### src/inc/toc_pkg.sv
// Package with modes, widths, reset values and carriers for the timer output channel.
package toc_pkg;

  localparam int TOC_CNT_W = 24;
  localparam int TOC_CLK_N = 8;
  localparam int TOC_SRC_W = 3;
  localparam logic [TOC_CNT_W-1:0] TOC_CNT_RST = 24'h000000;
  localparam logic [TOC_CNT_W-1:0] TOC_CMP_RST = 24'h000000;
  localparam logic [TOC_CNT_W-1:0] TOC_CNT_ONE = 24'h000001;
  localparam logic [TOC_CNT_W-1:0] TOC_SHIFT_MAX = 24'h000017;
  localparam logic [1:0] TOC_UPD_NONE = 2'h0;
  localparam int TOC_SYNC_STAGES = 2;

  typedef enum logic [1:0] {
    TOC_MODE_IDLE = 2'b00,
    TOC_MODE_IMM = 2'b01,
    TOC_MODE_PWM = 2'b10,
    TOC_MODE_SHIFT = 2'b11
  } toc_mode_e;

  typedef enum logic [1:0] {
    TOC_OS_STOP = 2'b00,
    TOC_OS_INIT = 2'b01,
    TOC_OS_PULSE = 2'b10
  } toc_os_e;

  typedef struct packed {
    toc_mode_e mode;
    logic one_shot_enable;
    logic one_shot_trigger_start;
    logic routed_stream_enable;
    logic external_trigger_select;
    logic reset_on_first_compare;
    logic [1:0] update_enable;
    logic [TOC_SRC_W-1:0] clock_source_select;
  } toc_ctrl_s;

  typedef struct packed {
    logic first_compare_trigger;
    logic second_compare_trigger;
  } toc_trig_s;

endpackage

### src/logic/toc_channel.sv
// Timer output channel with pulse, one-shot and serial shift modes.
`timescale 1ns/1ps
// How it works
// - Shift mode runs continuously when mode is 11, one-shot off, routed stream off.
// - In continuous shift with update enable 00 the reload at period end is skipped.
// - A plain shift replaces the skipped reload, so shifting never pauses.
// - In shift mode the duty register is the shift register driving the output.
// - Trigger-started one-shot raises the second trigger in the initial phase, even at 1.
// - No second trigger when the counter hits the period again at the one-shot end.
// - Capture input resets the counter when both external trigger and reset bits set.
// - The capture reset is synchronised and acts on the next selected clock enable.
// - Output stays correct for compare values 0 and 1 under external reset.
// - Clock source picks one of eight prescaled enables; index 0 is undivided.
// - A faster enable shortens the longest period the fixed-width register reaches.
// - One-shot idles until period minus one, then pulses until duty minus one.
// - A start trigger clears the counter and begins the initial phase.
// - Both compares work in the initial phase; triggers pulse when enabled.
module toc_channel
  import toc_pkg::*;
#(
  parameter int CNT_W = TOC_CNT_W,
  parameter int CLK_N = TOC_CLK_N
) (
  // Clock and reset
  input wire logic clk,
  input wire logic rst,
  // Configuration
  input wire toc_ctrl_s ctrl,
  input wire logic channel_enable,
  input wire logic signal_level,
  input wire logic [CLK_N-1:0] prescaled_clock_enable,
  // Compare and counter loads
  input wire logic [CNT_W-1:0] period_shadow,
  input wire logic [CNT_W-1:0] duty_shadow,
  input wire logic counter_write,
  input wire logic [CNT_W-1:0] counter_value,
  input wire logic trigger_chain_in,
  input wire logic capture_reset_input,
  // Trigger enables
  input wire logic first_trigger_enable,
  input wire logic second_trigger_enable,
  // Results
  output logic channel_out,
  output toc_trig_s trig,
  output toc_trig_s notify,
  output logic channel_irq,
  output logic [CNT_W-1:0] channel_counter,
  output logic [CNT_W-1:0] period_compare,
  output logic [CNT_W-1:0] duty_compare_shift,
  output toc_os_e os_state
);

  ////////////////////////////////////////////////////////////////////////////
  // Clock enable selection and capture synchronisation

  logic cap_sync;
  logic cap_prev;
  logic cap_pending;
  wire logic tick;
  wire logic cap_edge;
  wire logic ext_reset_on;
  wire logic ext_reset_now;

  assign tick = prescaled_clock_enable[ctrl.clock_source_select];

  toc_sync #(.STAGES(TOC_SYNC_STAGES)) u_cap_sync (
    .clk(clk),
    .rst(rst),
    .din(capture_reset_input),
    .dout(cap_sync)
  );

  assign cap_edge = cap_sync & ~cap_prev;
  assign ext_reset_on = ctrl.external_trigger_select & ctrl.reset_on_first_compare;
  // The event is held until the selected enable, so a slow enable never loses it.
  assign ext_reset_now = (cap_pending | (cap_edge & ext_reset_on)) & tick;

  always_ff @(posedge clk) begin
    if (rst) begin
      cap_prev <= 1'b0;
      cap_pending <= 1'b0;
    end else begin
      cap_prev <= cap_sync;
      if (tick) begin
        cap_pending <= 1'b0;
      end else if (cap_edge && ext_reset_on) begin
        cap_pending <= 1'b1;
      end
    end
  end

  ////////////////////////////////////////////////////////////////////////////
  // Mode decode and compare conditions

  function automatic logic hits(input logic [CNT_W-1:0] cnt, input logic [CNT_W-1:0] cmp);
    hits = (cmp == '0) ? (cnt == '0) : (cnt == cmp - CNT_W'(1));
  endfunction

  wire logic shift_mode;
  wire logic pwm_mode;
  wire logic shift_cont;
  wire logic skip_reload;
  wire logic os_start;
  wire logic hit_period;
  wire logic hit_duty;
  wire logic period_end;
  wire logic os_mode;
  logic [CNT_W-1:0] next_counter;
  logic next_out;
  toc_os_e next_os;

  assign shift_mode = (ctrl.mode == TOC_MODE_SHIFT);
  assign pwm_mode = (ctrl.mode == TOC_MODE_PWM);
  assign shift_cont = shift_mode & ~ctrl.one_shot_enable & ~ctrl.routed_stream_enable;
  assign skip_reload = shift_cont & (ctrl.update_enable == TOC_UPD_NONE);
  assign os_mode = pwm_mode & ctrl.one_shot_enable;
  assign os_start = os_mode & ctrl.one_shot_trigger_start & (trigger_chain_in | ext_reset_now);
  assign hit_period = hits(channel_counter, period_compare);
  assign hit_duty = hits(channel_counter, duty_compare_shift);
  assign period_end = channel_enable & tick & hit_period;

  ////////////////////////////////////////////////////////////////////////////
  // Counter, one-shot phase and output next values

  always_comb begin
    next_counter = channel_counter;
    next_os = os_state;
    next_out = channel_out;
    if (counter_write) begin
      next_counter = counter_value;
      if (os_mode) begin
        next_os = TOC_OS_INIT;
        next_out = ~signal_level;
      end
    end else if (os_start) begin
      next_counter = TOC_CNT_RST;
      next_os = TOC_OS_INIT;
      next_out = ~signal_level;
    end else if (ext_reset_now && channel_enable) begin
      next_counter = TOC_CNT_RST;
      if (pwm_mode) begin
        next_out = (duty_compare_shift != TOC_CMP_RST) ? signal_level : ~signal_level;
      end
    end else if (channel_enable && tick && !(os_mode && os_state == TOC_OS_STOP)) begin
      next_counter = hit_period ? TOC_CNT_RST : channel_counter + CNT_W'(1);
      case (os_state)
        TOC_OS_INIT: begin
          if (os_mode && hit_period) begin
            next_os = TOC_OS_PULSE;
            next_out = signal_level;
          end
        end
        TOC_OS_PULSE: begin
          if (hit_duty) begin
            next_out = ~signal_level;
          end
          if (hit_period) begin
            next_os = TOC_OS_STOP;
          end
        end
        default: begin
          if (pwm_mode && !os_mode) begin
            next_out = hit_period ? signal_level : (hit_duty ? ~signal_level : channel_out);
          end
        end
      endcase
      if (!os_mode) begin
        next_os = TOC_OS_STOP;
      end
    end
    if (shift_mode && channel_enable && tick) begin
      next_out = duty_compare_shift[0];
    end
  end

  // Second trigger fires in the initial phase and pulse, but not at the final period hit.
  wire logic trig1;
  wire logic trig0;
  assign trig0 = channel_enable & tick & hit_period & ~shift_mode;
  assign trig1 = channel_enable & tick & hit_duty & ~shift_mode &
                 ~(os_mode & os_state == TOC_OS_STOP) &
                 ~(os_mode & os_state == TOC_OS_PULSE & hit_period);

  ////////////////////////////////////////////////////////////////////////////
  // State registers

  always_ff @(posedge clk) begin
    if (rst) begin
      channel_counter <= TOC_CNT_RST;
      os_state <= TOC_OS_STOP;
      channel_out <= 1'b0;
    end else begin
      channel_counter <= next_counter;
      os_state <= next_os;
      channel_out <= next_out;
    end
  end

  // Shift register: reload at period end unless skipped, in which case it keeps shifting.
  always_ff @(posedge clk) begin
    if (rst) begin
      period_compare <= TOC_CMP_RST;
      duty_compare_shift <= TOC_CMP_RST;
    end else if (!channel_enable) begin
      period_compare <= period_shadow;
      duty_compare_shift <= duty_shadow;
    end else if (period_end && !skip_reload) begin
      period_compare <= period_shadow;
      duty_compare_shift <= duty_shadow;
    end else if (shift_mode && tick) begin
      duty_compare_shift <= {1'b0, duty_compare_shift[CNT_W-1:1]};
    end
  end

  always_ff @(posedge clk) begin
    if (rst) begin
      trig <= '0;
      notify <= '0;
      channel_irq <= 1'b0;
    end else begin
      trig.first_compare_trigger <= trig0;
      trig.second_compare_trigger <= trig1;
      notify.first_compare_trigger <= notify.first_compare_trigger | (trig0 & first_trigger_enable);
      notify.second_compare_trigger <= notify.second_compare_trigger | (trig1 & second_trigger_enable);
      channel_irq <= (trig0 & first_trigger_enable) | (trig1 & second_trigger_enable);
    end
  end

  ////////////////////////////////////////////////////////////////////////////
  // Checks

  a_cap_reset_gated: assert property (@(posedge clk) disable iff (rst)
    (cap_edge && ext_reset_on && !tick && channel_enable && !counter_write && !os_start)
    |=> $stable(channel_counter)) else $error("capture reset acted before the enable");
  a_cap_reset_cnt: assert property (@(posedge clk) disable iff (rst)
    (ext_reset_now && channel_enable && !counter_write && !os_start) |=> channel_counter == '0)
    else $error("capture reset did not clear counter");
  a_cnt_hold_idle: assert property (@(posedge clk) disable iff (rst)
    (!tick && !counter_write && !ext_reset_now && !os_start) |=> $stable(channel_counter))
    else $error("counter moved without enable");
  a_shift_out_bit: assert property (@(posedge clk) disable iff (rst)
    (shift_mode && channel_enable && tick) |=> channel_out == $past(duty_compare_shift[0]))
    else $error("shift output wrong");
  a_skip_keeps_shift: assert property (@(posedge clk) disable iff (rst)
    (skip_reload && period_end) |=> duty_compare_shift == ($past(duty_compare_shift) >> 1))
    else $error("reload not skipped");
  a_trig_start_clear: assert property (@(posedge clk) disable iff (rst)
    (os_start && !counter_write) |=> (channel_counter == '0 && os_state == TOC_OS_INIT))
    else $error("one-shot start failed");
  a_init_to_pulse: assert property (@(posedge clk) disable iff (rst)
    (os_mode && os_state == TOC_OS_INIT && hit_period && tick && channel_enable && !counter_write
     && !os_start && !ext_reset_now) |=> (os_state == TOC_OS_PULSE && channel_out == signal_level))
    else $error("active edge missing");
  a_no_trig_at_end: assert property (@(posedge clk) disable iff (rst)
    (os_mode && (os_state == TOC_OS_STOP || (os_state == TOC_OS_PULSE && hit_period))) |-> !trig1)
    else $error("trigger after one-shot end");
  a_init_trig_one: assert property (@(posedge clk) disable iff (rst)
    (os_mode && os_state == TOC_OS_INIT && duty_compare_shift == TOC_CNT_ONE && channel_counter == '0
     && tick && channel_enable) |-> trig1) else $error("initial trigger missing");
  a_irq_from_trig: assert property (@(posedge clk) disable iff (rst)
    (trig1 && second_trigger_enable) |=> (channel_irq && notify.second_compare_trigger))
    else $error("notify not set");
  a_cap_pend_hold: assert property (@(posedge clk) disable iff (rst)
    (cap_edge && ext_reset_on && !tick) |=> cap_pending) else $error("capture event lost");
  a_shift_step: assert property (@(posedge clk) disable iff (rst)
    (shift_mode && channel_enable && tick && !(period_end && !skip_reload))
    |=> duty_compare_shift == ($past(duty_compare_shift) >> 1)) else $error("shift step missing");
  a_reload_at_end: assert property (@(posedge clk) disable iff (rst)
    (period_end && !skip_reload) |=> (period_compare == $past(period_shadow)
     && duty_compare_shift == $past(duty_shadow))) else $error("reload missing at period end");
  a_count_step: assert property (@(posedge clk) disable iff (rst)
    (channel_enable && tick && !counter_write && !os_start && !ext_reset_now && !hit_period
     && !(os_mode && os_state == TOC_OS_STOP)) |=> channel_counter == $past(channel_counter) + CNT_W'(1))
    else $error("counter did not step");
  a_pulse_end_edge: assert property (@(posedge clk) disable iff (rst)
    (os_mode && os_state == TOC_OS_PULSE && hit_duty && tick && channel_enable && !counter_write
     && !os_start && !ext_reset_now) |=> channel_out == !$past(signal_level))
    else $error("inactive edge missing");
  a_pulse_to_stop: assert property (@(posedge clk) disable iff (rst)
    (os_mode && os_state == TOC_OS_PULSE && hit_period && tick && channel_enable && !counter_write
     && !os_start && !ext_reset_now) |=> os_state == TOC_OS_STOP)
    else $error("one-shot did not stop");
  a_os_stop_hold: assert property (@(posedge clk) disable iff (rst)
    (os_mode && os_state == TOC_OS_STOP && !counter_write && !os_start && !ext_reset_now)
    |=> $stable(channel_counter)) else $error("counter moved after one-shot end");
  a_ext_out_level: assert property (@(posedge clk) disable iff (rst)
    (ext_reset_now && channel_enable && pwm_mode && !counter_write && !os_start
     && duty_compare_shift != TOC_CMP_RST) |=> channel_out == $past(signal_level))
    else $error("output wrong after capture reset");
  a_notify_sticky: assert property (@(posedge clk) disable iff (rst)
    notify.second_compare_trigger |=> notify.second_compare_trigger) else $error("notify bit dropped");

  c_shift_skip: cover property (@(posedge clk) skip_reload && period_end);
  c_os_pulse: cover property (@(posedge clk) os_state == TOC_OS_INIT ##[1:100] os_state == TOC_OS_PULSE);
  c_cap_reset: cover property (@(posedge clk) ext_reset_now && channel_enable);
  c_cap_pending: cover property (@(posedge clk) cap_pending && !tick);
  c_init_trig: cover property (@(posedge clk) os_state == TOC_OS_INIT && trig1);

endmodule

### src/logic/toc_sync.sv
// Two-stage synchroniser for a level that arrives from outside the clock domain.
`timescale 1ns/1ps
module toc_sync
  import toc_pkg::*;
#(
  parameter int STAGES = TOC_SYNC_STAGES
) (
  // Clock and reset
  input wire logic clk,
  input wire logic rst,
  // Level in and out
  input wire logic din,
  output logic dout
);

  logic [STAGES-1:0] stage;

  // Only the last stage is read outside; the first is seen by the second alone.
  always_ff @(posedge clk) begin
    if (rst) begin
      stage <= '0;
    end else begin
      stage <= {stage[STAGES-2:0], din};
    end
  end

  assign dout = stage[STAGES-1];

endmodule

### config.mk
export PLATFORM = sky130hd
export DESIGN_NAME = toc_channel
export DESIGN_NICKNAME = d
export VERILOG_FILES = /design/src/inc/toc_pkg.sv /design/src/logic/toc_channel.sv /design/src/logic/toc_sync.sv
export SDC_FILE = /design/constraint.sdc
export NUM_CORES = 1
export LEC_CHECK = 0
export BUFFER_PORTS_ARGS = -buffer_cell sky130_fd_sc_hd__clkbuf_2
export CORE_UTILIZATION = 25
export DETAILED_ROUTE_END_ITERATION = 6
export PLACE_DENSITY = 0.53
export SYNTH_ARGS = -nofsm -noshare
export SYNTH_HDL_FRONTEND = slang
export SYNTH_SLANG_ARGS = --single-unit
export TNS_END_PERCENT = 20
### constraint.sdc
create_clock -name clk -period 5.3 [get_ports clk]
set_clock_uncertainty 0.2 [all_clocks]
set_input_delay 0.53 -clock clk [delete_from_list [all_inputs] [get_ports clk]]
set_output_delay 0.53 -clock clk [all_outputs]
set_load 0.02 [all_outputs]
# Word-level counts from Yosys, hierarchy flattened
# Cells that the tools add are included.
# Widths: inputs -> output; s select.
[classes]
n_eq_ne = 16
bitwise_logic = 34
order_cmp = 1
n_addsub = 3
reduce_logical = 27
muxes = 36
[op_table]
columns = ["operator", "count"]
rows = [
  ["$mux 24", 10],
  ["$logic_not 24->1", 3],
  ["$eq 24x24->1", 2],
  ["$sub 24x1->24 const B", 2],
  ["$add 24x1->24 const B", 1],
  ["$reduce_bool 24->1", 1],
  ["$and 1x1->1", 22],
  ["$mux 2", 8],
  ["$mux 1", 15],
  ["$logic_and 1x1->1", 11],
  ["$ne 5x5->1 const B", 2],
  ["$not 1->1", 7],
  ["$reduce_bool 7->1", 1],
  ["$eq 2x2->1 const B", 3],
  ["$ne 3x1->1 const B", 2],
  ["$ne 6x6->1 const B", 1],
  ["$reduce_and 6->1", 1],
  ["$ne 5x3->1 const B", 1],
  ["$ne 5x4->1 const B", 1],
  ["$or 1x1->1", 5],
  ["$reduce_and 5->1", 1],
  ["$reduce_bool 5->1", 1],
  ["$logic_not 2->1", 2],
  ["$lt 3x4->1 const B", 1],
  ["other kinds (10)", 13],
]
[totals]
out_inout_bits = 80
register_bits = 84
word_cells = 130

# Logic depth before layout (Yosys ltp)
# Gate-level depths: netlist of the first run.
[depth]
depth_word = 12
depth_mapped = 13
depth_no_buf = 11

# Hierarchy
# A second synthesis of the first run with hierarchy kept.
[unflattened]
hier_cells = 795
area_unflattened_um2 = 6249.7
[modules_own_cells]
columns = ["module", "area_each_um2", "n_inst", "cells_per_inst"]
rows = [
  ["toc_channel", 6197.2, 1, 791],
  ["toc_sync", 52.6, 1, 4],
]

# Least setup slack after synthesis of the first run
# No wires, ideal clock.
[synth_timing]
path_kind = "reg2reg"
from = "register period_compare[0]"
to = "register channel_counter[18]"
synth_period_minus_slack_ns = 3.437
path_buffers = 0
path_slack_ns = 1.863
t_arrival_ns = 3.115
path_stages_with_launch = 12
path_cell_list = "dfxtp_1 inv_1 ha_1 nor3b_1 nand3_1 or4b_1 o2111ai_1 o21ai_0 o41ai_4 nor2_2 a32o_1 a221o_1"
[synth_via]
elab_chain_cells = 8
[synth_rtl]
columns = ["element", "line", "source"]
rows = [
  ["start: declaration", "toc_channel.sv:48", "output logic [CNT_W-1:0] period_compare,"],
  ["start signal: assignment", "toc_channel.sv:205", "period_compare <= period_shadow;"],
  ["start signal: assignment", "toc_channel.sv:208", "period_compare <= period_shadow;"],
  ["$sub 24x1->24", "toc_channel.sv:96", "hits = (cmp == '0) ? (cnt == '0) : (cnt == cmp - CNT_W'(1));"],
  ["$eq 24x24->1", "toc_channel.sv:96", ""],
  ["$mux 1 *", "toc_channel.sv:96", ""],
  ["$mux 24 *", "toc_channel.sv:145", "next_counter = hit_period ? TOC_CNT_RST : channel_counter + CNT_W'(1);"],
  ["$mux 24 *", "toc_channel.sv:144", "end else if (channel_enable && tick && !(os_mode && os_state == TOC_OS_STOP)) begin"],
  ["$mux 24 *", "toc_channel.sv:139", "end else if (ext_reset_now && channel_enable) begin"],
  ["$mux 24 *", "toc_channel.sv:135", "end else if (os_start) begin"],
  ["$mux 24 *", "toc_channel.sv:129", "if (counter_write) begin"],
  ["end signal: assignment", "toc_channel.sv:193", "channel_counter <= next_counter;"],
  ["end: declaration", "toc_channel.sv:47", "output logic [CNT_W-1:0] channel_counter,"],
]
# Every way passes the cells marked *; elsewhere a longest branch is shown, timed or not. The select of a mux whose other input is x is not followed.
# A chain may end at the register's enable or synchronous reset.

# Final worst setup path of the first run
# Ends and elaborated chain as after synthesis.

==> key figures, run 1 <==
Timing
  • RSZ-0062 raised after global routing: false
  • Final hold violations: 0
  • Worst-margin pin slew: 1.04 ns
  • Crit path time final: 4.16 ns
  • Setup TNS: 0 ns
  • Fin crit share: 0.784
  • Fmax achieved: 0.241 GHz
  • Fin Hold WS: 0.200 ns
  • Slew margin rel.: 0.303
  • Final count of pins violating max slew: 0
  • Setup violation total in the final timing report: 0

Logic synthesis
  • Dominant cell type by area after synthesis: dfxtp_1
  • Synth Area per Inst: 7.79 µm²
  • EDFF count, synth: 0
  • Synth cell types: 81
  • Post-synthesis cell count: 807
  • Top_reg_cell synth: dfxtp_1
  • Ys async rst share: 0
  • Synth Cell Area: 6280 µm²
  • Count leader, synth: nor2_1
  • Synth top area share: 0.268
  • Synth Net Count: 915
  • Area contributors post-synth: dfxtp_1 27%, mux2i_1 7.5%, nor2_1 5.4%, xnor2_1 4.0%, xor2_1 4.0%
  • Post-synth top cells: 91 x nor2_1, 84 x dfxtp_1, 52 x nand2_1, 47 x mux2i_1, 40 x clkbuf_1
  • Register area share after synthesis: 0.268
  • Ys Warns: 0
  • Synthesis-stage register bit count: 84

Pwr
  • Clk pwr share: 0.362
  • Sw Share: 0.341
  • P_int: 1.37 mW
  • Pwr Total: 2.08 mW
  • Leak: 3.22 nW
  • Register share of total power: 0.373
  • Pwr/cell area: 269 nW/µm²
  • Combinational share of power: 0.265
  • Switching power total: 0.710 mW
  • Peak supply drop: 0.000133 V

Clocking
  • Clock sinks: 84
  • TritonCTS buffer count: 9
  • Cts hold-fix bufs: 0
  • CTS root buffer: clkbuf_16
  • Post-CTS Repair Setup Buffers: 0
  • H-Tree Depth: 3
  • Clock Latency Late Sink: 0.36 ns
  • Clock Pin Slew Worst Setup and Hold Paths: 0.07 ns
  • Longest Clk Path Bufs: 2
  • PostCTS Resize Cnt: 0
  • CTS tree: built

Worst setup path
  • Capturing point of the worst reg2reg path: channel_counter[18]
  • Worst setup startpoint: period_compare[0]
  • Worst R2R Setup Slack: 1.14 ns
  • Stages on the worst setup path: 11
  • Crit-path max cell delay: 0.56 ns
  • Crit Path Category: flop to flop
  • Critical-path maximum fanout: 27
  • Worst setup SP type: flop
  • R2R Path Start: period_compare[0]
  • CP endpoint kind: flop
  • CP Data Arrival Time: 4.21 ns
  • Crit-path cells: inv_1 -> ha_1 -> nor3b_1 -> nand3_1 -> or4b_1 -> o2111ai_1 -> o21ai_0 -> o41ai_4 -> nor2_2 -> a32o_1 -> a221o_1
  • Slowest CP cell: or4b_1
  • CP endpoint: channel_counter[18]
  • Reg2reg path depth: 11
  • Worst path required time: 5.35 ns
  • Crit-path leading delay family: simple AND/OR/NAND/NOR gates
  • Buf/Inv on CP: 1

Placement
  • Gp weighted congestion: 0.861
  • Dpl hpwl: 17,500 µm
  • Port bufs: 180
  • Dpl cells: 1,257

Floorplan
  • # IOs: 181
  • Full die area: 25,800 µm²
  • Die Y: 161 µm
  • Die width: 161 µm
  • Rows: 57
  • Core footprint: 24,500 µm²
  • Starting density of the core: 0.257

Layout
  • Area Growth Syn to Fin: 23.0%
  • Layout cells sized above 1: 0.243
  • Nets: 1,052
  • Final std cells w/o fill: 1,273

Routing
  • Via count: 6,695
  • Initial DRC count: 450
  • Mean routed wirelength per cell: 18.3 µm
  • Residual DRC: 0
  • Vias per cell: 5.26
  • TritonRoute pass-1 iters: 5
  • Antenna viol nets, final: 0
  • WL final: 23,300 µm

Min path
  • Hold WC Path Type: input port to flop

Global routing
  • GR Util All Layers: 0.179
  • Initial antenna violation count: 1
  • Total grt overflow: 0
  • Vias in the first global route: 6,210
  • First-pass GRT wire length: 35,800 µm
  • Largest net degree at the start of global routing: 86

Run status
  • Outcome: finished, final reports clean

Job
  • Max Cap Violations: 0
==> state kept, by name (all words and copies together), names as in the netlist <==
signal / count
cap_prev: 1
channel_counter: 24
cap_pending: 1
os_state: 2
period_compare: 24
channel_out: 1
u_cap_sync.stage: 2
channel_irq: 1
trig: 2
notify: 2
duty_compare_shift: 24
==> metrics by stage <==
| step | util | area [µm²] | worst slack (ns) |
|---|---|---|---|
| 2_1_floorplan | - | 6280 | 1.86 |
| 3_3_place_gp | 0.302 | 7380 | 1.31 |
| 3_5_place_dp | 0.302 | 7380 | 1.21 |
| 4_1_cts | 0.316 | 7720 | 1.19 |
| 5_1_grt | 0.316 | 7730 | 0.978 |
| 6_report | 0.316 | 7730 | 1.14 |
==> worst min path at each step <==
stage	endpoint	start	depth (start not counted)
global route	duty_compare_shift[23]	duty_shadow[23]	3
detailed placement	notify[0]	notify[0]	2
global placement	notify[0]	notify[0]	2
finish	u_cap_sync.stage[0]	capture_reset_input	2
CTS	period_compare[4]	period_shadow[4]	3
floorplan	u_cap_sync.stage[1]	u_cap_sync.stage[0]	1
==> layout make-up <==
| cell class | count | area, µm² |
|---|---|---|
| Multi-Input combinational cell | 635 | 4240 |
| Tap cell | 324 | 405 |
| Clock inverter | 5 | 100 |
| Clock buffer | 10 | 239 |
| Timing Repair Buffer | 188 | 961 |
| Fill cell | 2642 | 16700 |
| Inverter | 26 | 97.6 |
| Sequential cell | 84 | 1680 |
| Antenna cell | 1 | 2.50 |
==> layer usage <==
layer  vias to the layer above  part of all wire  routed length (µm)  track usage
li1                       3259                 -                   -            -
met1                      3205              0.46               10700        0.236
met3                        23             0.053                1230       0.0310
met4                         0             0.019                 444       0.0558
met2                       208              0.47               10900        0.295
met5                         -                 0                   0            0
==> kinds of logic after synthesis <==
group	count (synthesis)	synth area share
fa+ha+maj	7	0.0139
mux	51	0.0856
simple gates	347	0.298
xor+xnor	58	0.0808
flops	84	0.268
compound gates	172	0.194
buf+inv	88	0.0595
==> power by group through the flow <==
stage | Clock [mW] | Combinational [mW] | Sequential, mW
2_1_floorplan | 0 | 0.371 | 0.776
6_report | 0.754 | 0.551 | 0.775
5_1_grt | 0.798 | 0.604 | 0.786
4_1_cts | 0.777 | 0.552 | 0.776
3_3_place_gp | 0 | 0.546 | 0.790
3_5_place_dp | 0 | 0.550 | 0.790
==> cell usage in the layout (no fill, tap or decap), types with 4 or more instances in the layout <==
cell,netlist,routed
clkbuf_16,0,9
a31oi_1,15,15
nor2_1,91,90
and4b_1,4,4
o211ai_1,5,5
nand3_1,31,31
ha_1,7,7
or3_1,7,7
and3_1,18,18
nand3b_1,7,7
nor4_1,24,24
a221o_1,4,4
a221oi_1,4,4
nand2_1,52,52
a21oi_1,31,31
o22ai_1,4,4
nor3b_1,5,5
clkbuf_2,1,179
or4_1,8,8
nor3_1,32,32
and2_1,6,6
inv_1,26,26
buf_4,2,8
dfxtp_1,84,84
mux2i_1,47,47
xor2_1,29,29
nand4_1,18,18
xnor2_1,29,29
a211oi_1,30,30
a311oi_1,6,6
o31ai_1,6,6
nor2b_1,7,7
o21ai_0,31,31
nand2b_1,9,9
No activity file was read; power rests on OpenSTA's default activity.
==> run 2: changes to the inputs <==
--- a/config.mk
+++ b/config.mk
@@ -8,7 +8,7 @@
 export BUFFER_PORTS_ARGS = -buffer_cell sky130_fd_sc_hd__clkbuf_2
 export CORE_UTILIZATION = 25
 export DETAILED_ROUTE_END_ITERATION = 6
-export PLACE_DENSITY = 0.53
+export PLACE_DENSITY = 0.55
 export SYNTH_ARGS = -nofsm -noshare
 export SYNTH_HDL_FRONTEND = slang
 export SYNTH_SLANG_ARGS = --single-unit
==> constraint.sdc (replaced) <==
create_clock -name clk -period 3.5 [get_ports clk]
set_clock_uncertainty 0.2 [all_clocks]
set_input_delay 0.35 -clock clk [delete_from_list [all_inputs] [get_ports clk]]
set_output_delay 0.35 -clock clk [all_outputs]
set_load 0.02 [all_outputs]
==> run 2 against run 1 <==
Core utilization is 2.4 points higher. Largest power group unchanged. Sequential power increased by 42%. First-iteration DRC count fell by 25%. Clock-buffer cell count increased by 1. Combinational power up 87%. Clock power is 29% higher. Power increased by 49%. Hold slack lost 0.18 ns. Critical endpoint is now channel_out.
==> key figures, run 2 (synthesized netlist as in run 1, its figures left out) <==
Global routing
  • Initial antenna violation count: 1
  • Vias in the first global route: 6,757
  • First-pass GRT wire length: 38,000 µm
  • GR Util All Layers: 0.189
  • Total grt overflow: 0
  • Largest net degree at the start of global routing: 59

Placement
  • Dpl hpwl: 19,000 µm
  • Gp weighted congestion: 0.906
  • Port bufs: 180

Timing
  • Final count of pins violating max slew: 0
  • Fin Hold WS: 0.0194 ns
  • Setup TNS: 0 ns
  • Slew margin rel.: 0.513
  • Crit path time final: 3.34 ns
  • Setup violation total in the final timing report: 0
  • Worst-margin pin slew: 0.731 ns
  • RSZ-0062 raised after global routing: false
  • Fin crit share: 0.953
  • Fmax achieved: 0.300 GHz
  • Final hold violations: 0

Clocking
  • Clock Latency Late Sink: 0.36 ns
  • CTS root buffer: clkbuf_16
  • TritonCTS buffer count: 9
  • Longest Clk Path Bufs: 2
  • H-Tree Depth: 3
  • Clock sinks: 84
  • Clock Pin Slew Worst Setup and Hold Paths: 0.07 ns
  • Post-CTS Repair Setup Buffers: 0
  • CTS tree: built

Pwr
  • Leak: 3.58 nW
  • Peak supply drop: 0.000174 V
  • Pwr/cell area: 374 nW/µm²

Routing
  • Mean routed wirelength per cell: 18.0 µm
  • WL final: 24,300 µm
  • Initial DRC count: 338
  • TritonRoute pass-1 iters: 5
  • Antenna viol nets, final: 0
  • Via count: 6,979
  • Vias per cell: 5.18
  • Residual DRC: 0

Floorplan
  • Rows: 57
  • Die Y: 161 µm
  • Die width: 161 µm
  • Core footprint: 24,500 µm²
  • Full die area: 25,800 µm²
  • # IOs: 181
  • Starting density of the core: 0.257

Layout
  • Most frequent cells in the layout: 179 x clkbuf_2, 88 x nor2_1, 84 x dfxtp_1, 80 x buf_4, 52 x nand2_1
  • Layout Utilization: 0.340
  • Layout cells sized above 1: 0.304
  • Most common cell after layout, fill and taps aside: clkbuf_2
  • Nets: 1,127
  • Largest regs: channel_counter: 24 flops, duty_compare_shift: 24 flops, period_compare: 24 flops
  • Area Growth Syn to Fin: 32.2%

Worst setup path
  • Slowest CP cell: or4_4
  • Buf/Inv on CP: 0
  • Critical-path maximum fanout: 5
  • Crit-path cells: or4_4 -> or2_4 -> or3_2 -> mux2_2 -> a31oi_1 -> o21bai_1 -> o41ai_4 -> mux2i_1 -> o311ai_1
  • CP Data Arrival Time: 3.39 ns
  • CP endpoint kind: flop
  • Worst path required time: 3.56 ns
  • Crit-path leading delay family: simple AND/OR/NAND/NOR gates
  • Crit-path max cell delay: 0.58 ns
  • Worst setup SP type: flop
  • Crit Path Category: flop to flop

Job
  • Max Cap Violations: 0

Run status
  • Outcome: finished, final reports clean

Min path
  • Hold WC Path Type: input port to flop
-- run 2: cell types whose count changed in the layout (fill, tap and decap cells not counted), moves of 2 or more --
cell / delta
buf_4: +72
bufinv_16: -2
clkbuf_1: +2
buf_12: +2
nor2_1: -2
nor2_2: +2
-- run 2: through the flow --
| step | std cells | setup slack [ns] | power (mW) | cell area [µm²] |
|---|---|---|---|---|
| finish | 1347 | 0.164 | 3.10 | 8310 |
| global route | 1346 | 0.00238 | 3.26 | 8300 |
| CTS | 1346 | 0.0233 | 3.11 | 8250 |
| detailed placement | 1332 | 0.0345 | 2.13 | 7970 |
| global placement | 1332 | 0.0888 | 2.12 | 7970 |
| floorplan | 807 | 0.0633 | 1.74 | 6280 |
-- run 2: report_power, final --
part	internal (mW)	total, mW	switching [mW]
Combinational	0.434	1.03	0.593
Clock	0.545	0.973	0.428
Sequential	1.02	1.10	0.0881
-- run 2: what timing repair did --
| item | CTS | global route |
|---|---|---|
| endpoints found under the hold margin | 0 | 0 |
| gates resized for setup | 0 | 16 |
| endpoints found under the setup margin | 0 | 72 |
| hold buffers | 0 | 0 |
-- run 2: worst reg2reg max path: stages (launching register included) --
cell	delay, ns
dfxtp_1	0.31
or4_4	0.58
or2_4	0.30
or3_2	0.43
mux2_2	0.24
a31oi_1	0.07
o21bai_1	0.20
o41ai_4	0.50
mux2i_1	0.13
o311ai_1	0.27
-- run 2: final cells by class --
type / instances / area, µm²
Sequential cell: 84 / 1680
Inverter: 26 / 97.6
Antenna cell: 1 / 2.50
Timing Repair Buffer: 263 / 1550
Clock buffer: 11 / 233
Multi-Input combinational cell: 635 / 4290
Tap cell: 324 / 405
Fill cell: 2642 / 16200
Clock inverter: 3 / 40.0
-- run 2: worst paths after layout --
| check | startpoint | end | slack (ns) | cells past startpoint |
|---|---|---|---|---|
| min | period_shadow[10] | period_compare[10] | 0.02 | 3 |
| max reg2reg | duty_compare_shift[2] | channel_out | 0.16 | 9 |
| max | duty_compare_shift[2] | channel_out | 0.16 | 9 |
| min reg2reg | u_cap_sync.stage[0] | u_cap_sync.stage[1] | 0.24 | 1 |
-- run 2: routing by layer --
layer | track usage | part of all wire | wire (µm)
met4 | 0.0831 | 0.032 | 777
met5 | 0 | 0 | 0
met2 | 0.291 | 0.44 | 10700
met3 | 0.0362 | 0.064 | 1550
met1 | 0.255 | 0.47 | 11300
==> run 3: changes to the inputs <==
--- a/config.mk
+++ b/config.mk
@@ -5,10 +5,11 @@
 export SDC_FILE = /design/constraint.sdc
 export NUM_CORES = 1
 export LEC_CHECK = 0
+export ABC_AREA = 1
 export BUFFER_PORTS_ARGS = -buffer_cell sky130_fd_sc_hd__clkbuf_2
 export CORE_UTILIZATION = 25
 export DETAILED_ROUTE_END_ITERATION = 6
-export PLACE_DENSITY = 0.55
+export PLACE_DENSITY = 0.54
 export SYNTH_ARGS = -nofsm -noshare
 export SYNTH_HDL_FRONTEND = slang
 export SYNTH_SLANG_ARGS = --single-unit
==> run 3 against run 2 <==
Combinational power up 9%. Sequential power up 8%. Largest power group unchanged. Clock power up 8%. Die area up 15%. Sequential share of layout area down 1.0 points. Highest routed layer unchanged. Critical path depth up 8. Synthesized cell count up 57%. Clock-buffer cell count down 1. Critical endpoint is now period_compare[2]. First-iteration DRC count up 67%. Flip-flop and latch count unchanged.
==> key figures, run 3 <==
Floorplan
  • Full die area: 29,700 µm²
  • Rows: 62
  • Die Y: 172 µm
  • # IOs: 181
  • Starting density of the core: 0.254
  • Core footprint: 28,600 µm²
  • Die width: 172 µm

Worst setup path
  • Crit-path leading delay family: simple AND/OR/NAND/NOR gates
  • Worst path required time: 3.54 ns
  • CP Data Arrival Time: 3.19 ns
  • Slowest CP cell: dfxtp_1
  • Crit-path cells: inv_2 -> ha_1 -> nand3_1 -> nor2_2 -> nand3_1 -> nand2_1 -> nand2_1 -> nor2_2 -> nand3_1 -> nor2_1 -> nand4_1 -> nand2_1 -> nand3_4 -> nand2_8 -> inv_4 -> o21ai_0 -> a21oi_1
  • Crit Path Category: flop to flop
  • Worst R2R Setup Slack: 0.35 ns
  • Buf/Inv on CP: 2
  • Critical-path maximum fanout: 35
  • CP endpoint kind: flop
  • Worst setup SP type: flop
  • Crit-path max cell delay: 0.35 ns

Logic synthesis
  • Register area share after synthesis: 0.232
  • Top_reg_cell synth: dfxtp_1
  • Synth top area share: 0.232
  • Area contributors post-synth: dfxtp_1 23%, nand2_1 18%, nor2_1 10%, inv_1 8.5%, nand3_1 5.9%
  • Synth Net Count: 1,376
  • Synth cell types: 46
  • Synth Area per Inst: 5.72 µm²
  • Post-synth top cells: 342 x nand2_1, 193 x nor2_1, 165 x inv_1, 85 x nand3_1, 84 x dfxtp_1
  • EDFF count, synth: 0
  • Synthesis-stage register bit count: 84
  • Synth Cell Area: 7260 µm²
  • Count leader, synth: nand2_1
  • Dominant cell type by area after synthesis: dfxtp_1
  • Post-synthesis cell count: 1,268
  • Ys async rst share: 0
  • Ys Warns: 0

Layout
  • Antenna Cells: 0
  • Multi-input logic area: 4640 µm²
  • Largest regs: channel_counter: 24 flops, duty_compare_shift: 24 flops, period_compare: 24 flops
  • Layout cells sized above 1: 0.167
  • Fill count: 3,213
  • Most frequent cells in the layout: 342 x nand2_1, 192 x nor2_1, 180 x clkbuf_2, 165 x inv_1, 85 x nand3_1
  • Storage cell area: 1680 µm²
  • Area Growth Syn to Fin: 20.6%
  • Nets: 1,529
  • Layout Utilization: 0.306
  • Most common cell after layout, fill and taps aside: nand2_1

Placement
  • Dpl hpwl: 21,600 µm
  • Place WS: 0.310 ns
  • Gp weighted congestion: 0.869
  • Port bufs: 180

Clocking
  • H-Tree Depth: 3
  • Post-CTS Repair Setup Buffers: 0
  • CTS root buffer: clkbuf_16
  • Clock Pin Slew Worst Setup and Hold Paths: 0.06 ns
  • Clock sinks: 84
  • CTS tree: built
  • Clock Latency Late Sink: 0.36 ns
  • TritonCTS buffer count: 9
  • Longest Clk Path Bufs: 2

Routing
  • TritonRoute pass-1 iters: 7
  • Initial DRC count: 563
  • Antenna viol nets, final: 0
  • Via count: 8,611
  • WL final: 27,400 µm
  • Mean routed wirelength per cell: 15.1 µm
  • Vias per cell: 4.76
  • Residual DRC: 0

Global routing
  • Initial antenna violation count: 0
  • Vias in the first global route: 7,819
  • First-pass GRT wire length: 41,600 µm
  • Total grt overflow: 0
  • GR Util All Layers: 0.183
  • Largest net degree at the start of global routing: 51

Pwr
  • Peak supply drop: 0.000212 V
  • Pwr Total: 3.36 mW
  • Leak: 4.34 nW
  • Pwr/cell area: 384 nW/µm²

Timing
  • Final hold violations: 0
  • Final WS setup: 0.348 ns
  • Worst-margin pin slew: 0.623 ns
  • Slew margin rel.: 0.584
  • Fin Hold WS: 0.0131 ns
  • Setup violation total in the final timing report: 0
  • RSZ-0062 raised after global routing: false
  • Fmax achieved: 0.317 GHz
  • Fin crit share: 0.901
  • Crit path time final: 3.15 ns
  • Setup TNS: 0 ns
  • Final count of pins violating max slew: 0

Min path
  • Hold WC Path Type: input port to flop

Job
  • Max Cap Violations: 0

Run status
  • Outcome: finished, final reports clean
-- run 3: cell types whose count changed in the layout (fill, tap and decap cells not counted), sizes merged, moves of 11 or more --
| cell | before | now |
|---|---|---|
| inv | 26 | 171 |
| mux2i | 47 | 0 |
| nor2 | 92 | 204 |
| nand2 | 52 | 348 |
| a21oi | 31 | 50 |
| nor4 | 26 | 10 |
| and3 | 18 | 3 |
| o21ai | 31 | 96 |
| or4 | 11 | 0 |
| nand4 | 18 | 41 |
| buf | 84 | 11 |
| a211oi | 30 | 2 |
| nand3 | 31 | 87 |
| nor3 | 34 | 16 |
-- run 3: metal layers --
layer,GRT usage,up-vias,wire (µm)
met5,0,-,0
met1,0.238,3918,12400
met2,0.298,277,12400
met3,0.0268,44,1700
li1,-,4372,-
met4,0.0804,0,856
-- run 3: path summary, 6_finish.rpt --
path,from,to,depth (start not counted)
min,period_shadow[12],period_compare[12],3
min reg2reg,u_cap_sync.stage[0],u_cap_sync.stage[1],2
max reg2reg,period_compare[0],period_compare[2],17
max,period_compare[0],period_compare[2],17
-- run 3: repair_timing --
item,4_1_cts,5_1_grt
endpoints found under the hold margin,1,0
hold buffers,1,0
resized for setup,0,1
setup endpoints to repair,0,13
-- run 3: worst reg2reg max path: cells and delay by family, from the launching register on --
family / cells / cell delay (ns)
AOI/OAI and AO/OA: 2 / 0.30
DFF: 1 / 0.35
adders and majority gates: 1 / 0.27
and+or+nand+nor: 12 / 1.63
buffers and inverters: 2 / 0.29
-- run 3: power breakdown --
part / total (mW) / leakage (nW) / internal, mW / switching [mW]
sequential: 1.19 / 0.696 / 1.03 / 0.160
clock: 1.05 / 0.148 / 0.620 / 0.431
combinational: 1.12 / 3.49 / 0.390 / 0.733
total: 3.36 / 4.34 / 2.04 / 1.32
-- run 3: kinds of logic after synthesis --
kind of cell / share of synthesized area
flops: 0.232
buf+inv: 0.130
xor+xnor: 0.0541
compound gates: 0.136
fa+ha+maj: 0.0121
simple gates: 0.436
-- run 3: cell type report --
class | count | share of cell area
timing repair buffer | 192 | 0.114
inverter | 171 | 0.0736
clock inverter | 5 | 0.00886
multi-input combinational | 963 | 0.531
clock buffer | 10 | 0.0262
tap | 384 | 0.0549
sequential | 84 | 0.192
-- run 3: stage by stage --
step / cells / cell area (µm²)
after floorplan: 1268 / 7260
after detailed placement: 1792 / 8420
after CTS: 1808 / 8740
after global routing: 1809 / 8750
final: 1809 / 8750
after global placement: 1792 / 8420
